<file path="src/core/follow_pkg.sv">
package follow_pkg;
  localparam int POS_W = 32;
  localparam int VEL_W = 32;
  localparam int AXIS_W = 2;
  // Sample divider: 25 MHz clock, 2 ms position loop
  localparam int CLK_HZ = 25000000;
  localparam int SAMPLE_US = 2000;
  localparam int SAMPLE_CYC = CLK_HZ / 1000000 * SAMPLE_US;
  localparam logic [31:0] PCP_REF = 32'h00000000;
  localparam logic [POS_W-1:0] HOME_RST = 32'h00000000;
  // Parameter register indices for the trigger capture
  localparam logic [7:0] CAPT_REG_AX1 = 8'he2;
  localparam logic [7:0] CAPT_REG_AX2 = 8'hea;
  // Register port offsets
  localparam logic [3:0] A_ACT_POS = 4'h0;
  localparam logic [3:0] A_CMD_POS = 4'h1;
  localparam logic [3:0] A_PCP = 4'h2;
  localparam logic [3:0] A_ACT_VEL = 4'h3;
  localparam logic [3:0] A_CMD_VEL = 4'h4;
  localparam logic [3:0] A_USER_SEL = 4'h5;
  localparam logic [3:0] A_STATUS = 4'h6;
  localparam logic [3:0] A_CAPT = 4'h7;
  localparam logic [3:0] A_HOME_VAL = 4'h8;
  localparam logic [3:0] A_CAPT_IDX = 4'h9;
  // Status bit positions
  localparam int ST_MOVING = 0;
  localparam int ST_FOLLOWING = 1;
  localparam int ST_POS_VALID = 2;
  localparam int ST_ERROR = 3;
  localparam int ST_PROG = 4;
  localparam int ST_SEL_PCP = 5;

  typedef enum logic [2:0] {
    M_IDLE = 3'b000,
    M_PROG = 3'b001,
    M_JOG = 3'b010,
    M_HOME = 3'b011,
    M_VEL = 3'b100
  } move_t;

  typedef struct packed {
    logic follow_req;
    logic abort;
    logic home;
    logic prog_start;
    logic jog;
    logic move_vel;
    logic set_pos;
    logic sel_pcp;
    logic sel_other;
    logic [POS_W-1:0] set_val;
  } cmd_t;

  typedef struct packed {
    logic signed [VEL_W-1:0] int_vel;
    logic int_done;
    logic home_found;
    logic signed [VEL_W-1:0] master_vel;
    logic signed [POS_W-1:0] pos_err;
    logic trigger;
  } motion_in_t;
endpackage : follow_pkg

</file>
<file path="src/core/sample_tick.sv">
`timescale 1ns/100ps
`default_nettype none
module sample_tick #(
  parameter int CYC = 50000
) (
  input wire logic clk,
  input wire logic arst_n,
  output logic tick
);
  logic [31:0] cnt_r;
  always_ff @(posedge clk or negedge arst_n) begin
    if (!arst_n) begin
      cnt_r <= 32'h00000000;
      tick <= 1'b0;
    end else if (cnt_r == 32'(CYC - 1)) begin
      cnt_r <= 32'h00000000;
      tick <= 1'b1;
    end else begin
      cnt_r <= cnt_r + 32'h00000001;
      tick <= 1'b0;
    end
  end
endmodule : sample_tick
`default_nettype wire

</file>
<file path="src/core/follow_axis.sv">
// Chosen here: the address map and the strobed register port.
`timescale 1ns/100ps
`default_nettype none
// Summary of operation
// Program position moves by internal velocity only
// Actual velocity is internal plus master
// Commanded velocity from internal velocity alone
// Home/jog/velocity update program position unused
// Actual position sums internal and master
// Commanded position equals actual plus error
// Home refused while following, error returned
// Home loads home value, syncs program
// Set position loads value, syncs program
// Set position rejected while moving
// Program start: sync or zero program
// Incremental moves wrap at limits
// Abort ends any internal move
// User word may report program position
// Follow starts at trigger after enable
// Trigger captures commanded position per axis
// Position valid after home completes
// Program position wraps at 32 bits
// Master affects only actual values
// Axis driven by master plus internal
// Updates once per loop sample
module follow_axis
  import follow_pkg::*;
#(
  parameter int SAMPLE_CYCLES = SAMPLE_CYC,
  parameter int AXIS_NUM = 1
) (
  input wire logic clk,
  input wire logic arst_n,
  input wire follow_pkg::cmd_t cmd,
  input wire follow_pkg::motion_in_t mot,
  input wire logic [3:0] addr,
  input wire logic [31:0] wdata,
  input wire logic wr,
  input wire logic rd,
  output logic [31:0] rdata,
  output logic [31:0] drive_vel,
  output logic moving,
  output logic following,
  output logic pos_valid,
  output logic status_err
);
  import follow_pkg::*;

  typedef struct packed {
    move_t mode;
    logic follow_arm;
    logic following;
    logic pos_valid;
    logic err;
    logic sel_pcp;
    logic [POS_W-1:0] act_pos;
    logic [POS_W-1:0] pcp;
    logic [VEL_W-1:0] act_vel;
    logic [VEL_W-1:0] cmd_vel;
    logic [POS_W-1:0] capt;
    logic [POS_W-1:0] home_val;
    logic [31:0] rdata;
    logic [31:0] drive_vel;
  } state_t;

  state_t s_r;
  state_t s_nxt;
  logic tick;

  sample_tick #(.CYC(SAMPLE_CYCLES)) u_tick (
    .clk(clk),
    .arst_n(arst_n),
    .tick(tick)
  );

  logic [POS_W-1:0] cmd_pos;
  logic internal;
  logic [VEL_W-1:0] ivel;
  logic [VEL_W-1:0] mvel;
  logic [7:0] capt_idx;

  assign cmd_pos = s_r.act_pos + mot.pos_err;
  assign internal = (s_r.mode != M_IDLE);
  assign ivel = internal ? mot.int_vel : 32'h00000000;
  assign mvel = s_r.following ? mot.master_vel : 32'h00000000;
  assign capt_idx = (AXIS_NUM == 1) ? CAPT_REG_AX1 : CAPT_REG_AX2;

  always_comb begin
    s_nxt = s_r;
    s_nxt.rdata = 32'h00000000;
    // Clear first so a same-cycle refusal wins
    if (wr) begin
      case (addr)
        A_HOME_VAL: s_nxt.home_val = wdata;
        A_STATUS: begin
          if (wdata[ST_ERROR]) begin
            s_nxt.err = 1'b0;
          end
        end
        default: begin
        end
      endcase
    end
    // Host commands take effect at once; motion waits for the sample
    if (cmd.abort) begin
      s_nxt.mode = M_IDLE;
    end else begin
      if (cmd.home) begin
        if (s_r.following) begin
          s_nxt.err = 1'b1;
        end else begin
          s_nxt.mode = M_HOME;
          s_nxt.pos_valid = 1'b0;
        end
      end
      if (cmd.prog_start && s_r.mode == M_IDLE) begin
        s_nxt.mode = M_PROG;
        s_nxt.pcp = s_r.following ? PCP_REF : cmd_pos;
      end
      if (cmd.jog && s_r.mode == M_IDLE) begin
        s_nxt.mode = M_JOG;
      end
      if (cmd.move_vel && s_r.mode == M_IDLE) begin
        s_nxt.mode = M_VEL;
      end
    end
    if (cmd.set_pos) begin
      if (internal) begin
        s_nxt.err = 1'b1;
      end else begin
        s_nxt.act_pos = cmd.set_val;
        s_nxt.pcp = cmd.set_val + mot.pos_err;
      end
    end
    if (cmd.sel_pcp) begin
      s_nxt.sel_pcp = 1'b1;
    end else if (cmd.sel_other) begin
      s_nxt.sel_pcp = 1'b0;
    end
    // Following arms on the bit, starts only at the trigger
    if (!cmd.follow_req) begin
      s_nxt.follow_arm = 1'b0;
      s_nxt.following = 1'b0;
    end else if (!s_r.follow_arm) begin
      s_nxt.follow_arm = 1'b1;
    end else if (!s_r.following && mot.trigger) begin
      s_nxt.following = 1'b1;
      s_nxt.capt = cmd_pos;
    end
    if (tick) begin
      // Sum wraps modulo 2^32
      case (s_r.mode)
        M_PROG: begin
          s_nxt.pcp = s_r.pcp + ivel;
          s_nxt.cmd_vel = ivel;
        end
        M_JOG, M_VEL, M_HOME: begin
          s_nxt.pcp = s_r.pcp + ivel;
          s_nxt.cmd_vel = ivel;
        end
        default: begin
          s_nxt.cmd_vel = 32'h00000000;
        end
      endcase
      // Keeps a same-cycle set-position load
      s_nxt.act_pos = s_nxt.act_pos + ivel + mvel;
      s_nxt.act_vel = ivel + mvel;
      s_nxt.drive_vel = ivel + mvel;
      if (internal && mot.int_done) begin
        s_nxt.mode = M_IDLE;
      end
      if (s_r.mode == M_HOME && mot.home_found && !s_r.following) begin
        s_nxt.act_pos = s_r.home_val;
        s_nxt.pcp = s_r.home_val + mot.pos_err;
        s_nxt.pos_valid = 1'b1;
        s_nxt.mode = M_IDLE;
      end
    end
    if (rd) begin
      case (addr)
        A_ACT_POS: s_nxt.rdata = s_r.act_pos;
        A_CMD_POS: s_nxt.rdata = cmd_pos;
        A_PCP: s_nxt.rdata = s_r.pcp;
        A_ACT_VEL: s_nxt.rdata = s_r.act_vel;
        A_CMD_VEL: s_nxt.rdata = s_r.cmd_vel;
        A_USER_SEL: s_nxt.rdata = s_r.sel_pcp ? s_r.pcp : cmd_pos;
        A_STATUS: begin
          s_nxt.rdata = {26'h0000000, s_r.sel_pcp,
            (s_r.mode == M_PROG), s_r.err, s_r.pos_valid,
            s_r.following, internal};
        end
        A_CAPT: s_nxt.rdata = s_r.capt;
        A_HOME_VAL: s_nxt.rdata = s_r.home_val;
        A_CAPT_IDX: s_nxt.rdata = {24'h000000, capt_idx};
        default: s_nxt.rdata = 32'h00000000;
      endcase
    end
  end

  always_ff @(posedge clk or negedge arst_n) begin
    if (!arst_n) begin
      s_r <= '{mode: M_IDLE, home_val: HOME_RST, default: '0};
    end else begin
      s_r <= s_nxt;
    end
  end

  always_ff @(posedge clk or negedge arst_n) begin
    if (!arst_n) begin
      rdata <= 32'h00000000;
      drive_vel <= 32'h00000000;
      moving <= 1'b0;
      following <= 1'b0;
      pos_valid <= 1'b0;
      status_err <= 1'b0;
    end else begin
      rdata <= s_nxt.rdata;
      drive_vel <= s_nxt.drive_vel;
      moving <= (s_nxt.mode != M_IDLE);
      following <= s_nxt.following;
      pos_valid <= s_nxt.pos_valid;
      status_err <= s_nxt.err;
    end
  end
endmodule : follow_axis
`default_nettype wire

</file>
<file path="config.mk">
export PLATFORM = sky130hd
export DESIGN_NAME = follow_axis
export DESIGN_NICKNAME = d
export VERILOG_FILES = /design/src/core/follow_pkg.sv /design/src/core/sample_tick.sv /design/src/core/follow_axis.sv
export SDC_FILE = /design/constraint.sdc
export NUM_CORES = 1
export LEC_CHECK = 0
export ABC_AREA = 1
export BUFFER_PORTS_ARGS = -buffer_cell sky130_fd_sc_hd__buf_2
export CAP_MARGIN = 10
export CORE_UTILIZATION = 28
export DETAILED_ROUTE_END_ITERATION = 16
export PLACE_DENSITY_LB_ADDON = 0.2
export SETUP_SLACK_MARGIN = 0.05
export SLEW_MARGIN = 25
export SYNTH_ARGS = -nofsm -noshare
export SYNTH_HDL_FRONTEND = slang
export SYNTH_SLANG_ARGS = --single-unit
</file>
<file path="constraint.sdc">
create_clock -name clk -period 4.6 [get_ports clk]
set_input_delay 0.46 -clock clk [delete_from_list [all_inputs] [get_ports clk]]
set_output_delay 0.46 -clock clk [all_outputs]
set_load 0.02 [all_outputs]
</file>
Word-level counts from Yosys, hierarchy flattened

Cells that the tools add are included.

Output and inout bits: 68
Input bits: 180
Flip-flop bits (word level): 266
Logic and storage cells: 98

Add/subtract/negate cells: 8
Reductions and logical operators: 17
Multiplexer cells: 41
Equality and inequality tests: 16

Operators by type and width:

| cell                                                   | number |
|---|---|
| two-way mux 32 bit                                     | 10 |
| one-hot mux 32 bit (10 select lines)                   | 1 |
| adder 32 bit                                           | 7 |
| two-way mux 64 bit                                     | 3 |
| two-way mux 128 bit                                    | 1 |
| adder 32 x 1 -> 32 bit (second input constant)         | 1 |
| equality test 32 x 16 -> 1 bit (second input constant) | 1 |
| two-way mux 3 bit                                      | 9 |
| equality test 4 x 3 -> 1 bit (second input constant)   | 4 |
| two-way mux 1 bit                                      | 14 |
| equality test 4 x 2 -> 1 bit (second input constant)   | 2 |
| equality test 4 bit (second input constant)            | 2 |
| logical AND 1 bit                                      | 7 |
| equality test 3 x 2 -> 1 bit (second input constant)   | 2 |
| two-way mux 2 bit                                      | 3 |
| nonzero test 3 bit                                     | 2 |
| equality test 4 x 1 -> 1 bit (second input constant)   | 1 |
| logical NOT 4 bit                                      | 1 |
| != test 2 x 1 -> 1 bit (second input constant)         | 2 |
| AND reduction 2 bit                                    | 2 |
| OR reduction 4 bit                                     | 1 |
| equality test 3 x 1 -> 1 bit (second input constant)   | 1 |
| equality test 3 bit (second input constant)            | 1 |
| logical NOT 3 bit                                      | 1 |
| other kinds (3)                                        | 3 |

Logic depth before layout (Yosys ltp)

Depth after elaboration: 10
Mapped depth: 24
Gate-level depth less buffers: 22

By module

From an unflattened synthesis, not the netlist that was laid out.

Cells, all modules: 4074
Area total of the unflattened synthesis: 26838.2 µm²

Modules (own cells, without submodules):

| module      | area an instance (µm²) | times used | seq. area each (µm²) | cells an instance |
|---|---|---|---|---|
| follow_axis | 24860.1                | 1          | 5830.6               | 3786 |
| sample_tick | 1978.1                 | 1          | 825.8                | 288 |

Worst setup path after synthesis

No wires, ideal clock.

Path kind: reg-to-reg
Start point: reg s_r[262] in the netlist's numbering
End point: reg s_r[249] in the netlist's numbering
Arrival: 3.548 ns
Slack: 0.936 ns
Buffers on the path: 1
Setup time: 0.117 ns
Cell stages (with the launch flop): 22
Required time: 4.483 ns
Cell sequence: dfrtp_1 nor2_2 nand2_2 inv_4 nand2_4 inv_2 buf_4 mux2i_1 fa_1 inv_1 ha_1 inv_1 fa_1 nand3b_1 nand2_1 a21boi_0 o21ai_0 nand3_1 nand4_1 nand3_1 nand2_1 nand2_1

RTL lines:

| what                     | line               | source |
|---|---|---|
| start: declaration       | follow_axis.sv:66  | `state_t s_r;` |
| start signal: assignment | follow_axis.sv:204 | `s_r <= s_nxt;` |

==> results_dict.tcl <==
set metrics [dict create \
    outcome "completed" \
    cts_buffer_depth 3 \
    insertion_delay_ns 0.63 \
    hpwl_um 138000 \
    cts.sinks 266 \
    setup_violations 0 \
    dp_cells 5839 \
    power_density_nw_per_um2 492 \
    cts_tree "done" \
    die_w_um 315 \
    yosysUniqueCellTypes 66 \
    core_um2 96700 \
    maxSlewViolCount 0 \
    ir_drop_v 0.000298 \
    holdWs_ns 0.0338 \
    cts_buffers 39 \
    worst_setup_path_start_kind "flip-flop" \
    port_buffers 247 \
    cp-end-kind "flip-flop" \
    critical_path_class "reg -> reg" \
    vias_per_cell 5.31 \
    max_cap_viol_count 0 \
    yosysWarnings 0 \
    seq_area_frac_synth_pct 24.3 \
    cts.reportedPaths.clkPinSlew_ns 0.06 \
    synth-edff-count 0 \
    drt_iter0_markers 3113 \
    drc 0 \
    period_needed_ns 4.25 \
    io_pins 248 \
    vias 31400 \
    grt_pass1_wl_um 225000 \
    critical_path_required_ns 5.11 \
    use_met3_pct 4.72 \
    final_antenna_net_count 0 \
    met2_usage_pct 51.6 \
    rr_worst_depth 20 \
    fin_worst_skew_ns 0.0276 \
    post-route-util_pct 32.6 \
    drt-pass1-iter-count 5 \
    gp_congestion 1.05 \
    ys.flop_type "dfrtp_1" \
    power_leakage_nw 16.9 \
    grt.overflow.total 0 \
    clockRootBuffer "clkbuf_16" \
    syn_area_um2 27400 \
    die_y_um 315 \
    initial_utilization_pct 28.3 \
    tightestPinTransition_ns 1.22 \
    synthToLayoutAreaGrowth_pct 15.2 \
    async_reset_ff_share_pct 100 \
    wl_per_cell_um 27.4 \
    synth_cells 4359 \
    maxSlewHeadroom_pct 17.6 \
    grt_usage_pct 32.2 \
    min_path_cells 2 \
    grt_max_degree 84 \
    finalSetupTns_ns 0 \
    finalHoldViolCount 0 \
    syn_nets 4762 \
    final_cells 5915 \
    hold_path_class "in -> reg" \
    row_count 114 \
    rsz0062_at_grt "false" \
    synth_seq_cells 266 \
    max_freq_mhz 236 \
    use_met1_pct 43.2 \
    cp_data_arrival_time_ns 4.76 \
    path_max_fanout 17 \
    busiest_layer "met2" \
    drt_wl_total_um 162000 \
    grt_pass1_vias 30100 \
    fin_crit_sh_pct 92.3 \
    syn_avg_cell_area_um2 6.28 \
    die_area_um2 99000 \
    drive_above_1_share_pct 9.58 \
    antenna_found_initial 11 \
    fin_nets 5010 \
    n_fill_cell 11200 \
    h-tree-depth 2 \
]
worst max-delay path: stages (launching register included):
cell and delay [ns]:
dfrtp_1 0.41, nor2_2 0.15, nand2_2 0.12, inv_4 0.16, nand2_4 0.06, inv_2 0.17, buf_6 0.28, o21a_1 0.17
inv_1 0.06, fa_1 0.53, inv_1 0.05, ha_1 0.35, nand2_1 0.15, nor2_1 0.35, nand4_1 0.13, o21ai_1 0.45
nand2_1 0.14, nand4_1 0.10, nand3_1 0.14, nand2_1 0.09, nand2_1 0.04
area by class of cell:
cell class,count,area [µm²],area share (%)
repair buffers,326,1880,5.95
well taps,1276,1600,5.06
clock buffers,54,1110,3.53
flip-flops and latches,266,6660,21.1
clock inverters,16,191,0.607
inverters,725,2730,8.66
diodes,3,7.51,0.0238
multi-input cells,3249,17400,55.0
routing by layer:
layer | part of all wire (%) | vias up | routed length [µm]
met5 | 0.037 | - | 60
met4 | 4.3 | 8 | 7050
met3 | 6.8 | 261 | 11100
met2 | 45 | 1295 | 73000
met1 | 44 | 15300 | 71000
li1 | - | 14600 | -
cells in the mapped netlist, types with 7 or more instances:
cell       count  area (µm²)
clkbuf_1      38         143
nand3_1      306        1530
nand2_1     1251        4700
inv_1        712        2670
or2_1          8        50.1
buf_1         15        56.3
mux2_2         7        78.8
o21a_1         8        60.1
a21oi_1      319        1600
or2_2         16         100
o22ai_1       48         300
o21ai_0      253        1270
o21bai_1      27         203
dfrtp_1      266        6660
nand3b_1      21         158
xor2_1        48         420
a2111oi_0     17         149
nor3_1        47         235
a21boi_0      11        82.6
and2_1        10        62.6
xnor2_1       29         254
a31oi_1       13        81.3
mux2i_1       25         250
ha_1         186        2330
nand4_1       70         438
nor4_1        15        93.8
o211ai_1      11        82.6
buf_4         34         255
buf_2         26         130
fa_1          37         741
inv_2          9        33.8
nor2_1       396        1490
where the power goes:
part | switching, W | leakage [nW] | total (W) | internal, W
combinational | 0.00601 | 13.2 | 0.00864 | 0.00263
clock | 0.00137 | 0.648 | 0.00324 | 0.00187
sequential | 0.000830 | 3.03 | 0.00363 | 0.00280
path summary, 6_finish.rpt:
check                         start       end  slack [ns]
max in group asynchronous    arst_n   s_r[98]        2.99
max reg2reg                s_r[261]  s_r[251]        0.35
min reg2reg                s_r[118]  s_r[118]        0.49
max                        s_r[261]  s_r[251]        0.35
min in group asynchronous    arst_n  s_r[241]        0.39
min                         cmd[33]  s_r[256]        0.03
kinds of logic (layout without fill, tap and decap cells):
family | after synthesis | in the layout | share of synthesized area (%)
and+or+nand+nor | 2165 | 2165 | 33.2
buffers and inverters | 844 | 1121 | 12.3
AOI/OAI and AO/OA | 752 | 752 | 15.3
DFF | 266 | 266 | 24.3
adders and majority gates | 223 | 223 | 11.2
xor gates and xnor gates | 77 | 77 | 2.46
muxes | 32 | 32 | 1.20
other | 0 | 3 | 0
sequential cells by signal, indices dropped and copies added (netlist names):
register      count
s_r             165
drive_vel        32
rdata            32
u_tick.cnt_r     32
following         1
moving            1
pos_valid         1
status_err        1
u_tick.tick       1
repair_timing:
action | in CTS | in global routing
setup buffers | 0 | 0
hold buffers | 3 | 0
endpoints found under the hold margin | 80 | 0
gates resized for setup | 0 | 5
endpoints found under the setup margin | 0 | 7
metrics by stage:
step / cell area (µm²) / worst slack [ns] / power, W
after floorplan: 27400 / 0.936 / 0.00849
after global placement: 30200 / 0.162 / 0.0120
after detailed placement: 30200 / 0.135 / 0.0120
after CTS: 31500 / 0.122 / 0.0153
after global routing: 31500 / 0.0989 / 0.0164
final: 31500 / 0.354 / 0.0155
placed cells by master, fill, tap and decap left out, types with 6 or more instances in the layout:
cell type / count
a31oi_1: 13
nor4_1: 15
inv_1: 711
mux2i_1: 25
dfrtp_1: 265
o22ai_1: 48
ha_1: 186
buf_4: 73
clkbuf_1: 7
inv_2: 10
nand2_1: 1249
clkbuf_8: 8
fa_1: 37
a221oi_1: 6
clkinv_2: 9
nand4_1: 70
and2_1: 10
nand3b_1: 21
nor3_1: 47
a21o_1: 6
xnor2_1: 29
a2111oi_1: 6
or2_1: 8
mux2_2: 7
o21bai_1: 27
or2_2: 16
xor2_1: 48
buf_2: 246
nand3_1: 306
clkbuf_16: 39
o211ai_1: 11
o21ai_0: 250
o21a_1: 8
a2111oi_0: 11
a21oi_1: 319
a21boi_0: 11
nor2_1: 396
Note: power is estimated with default switching activity, not from simulation.
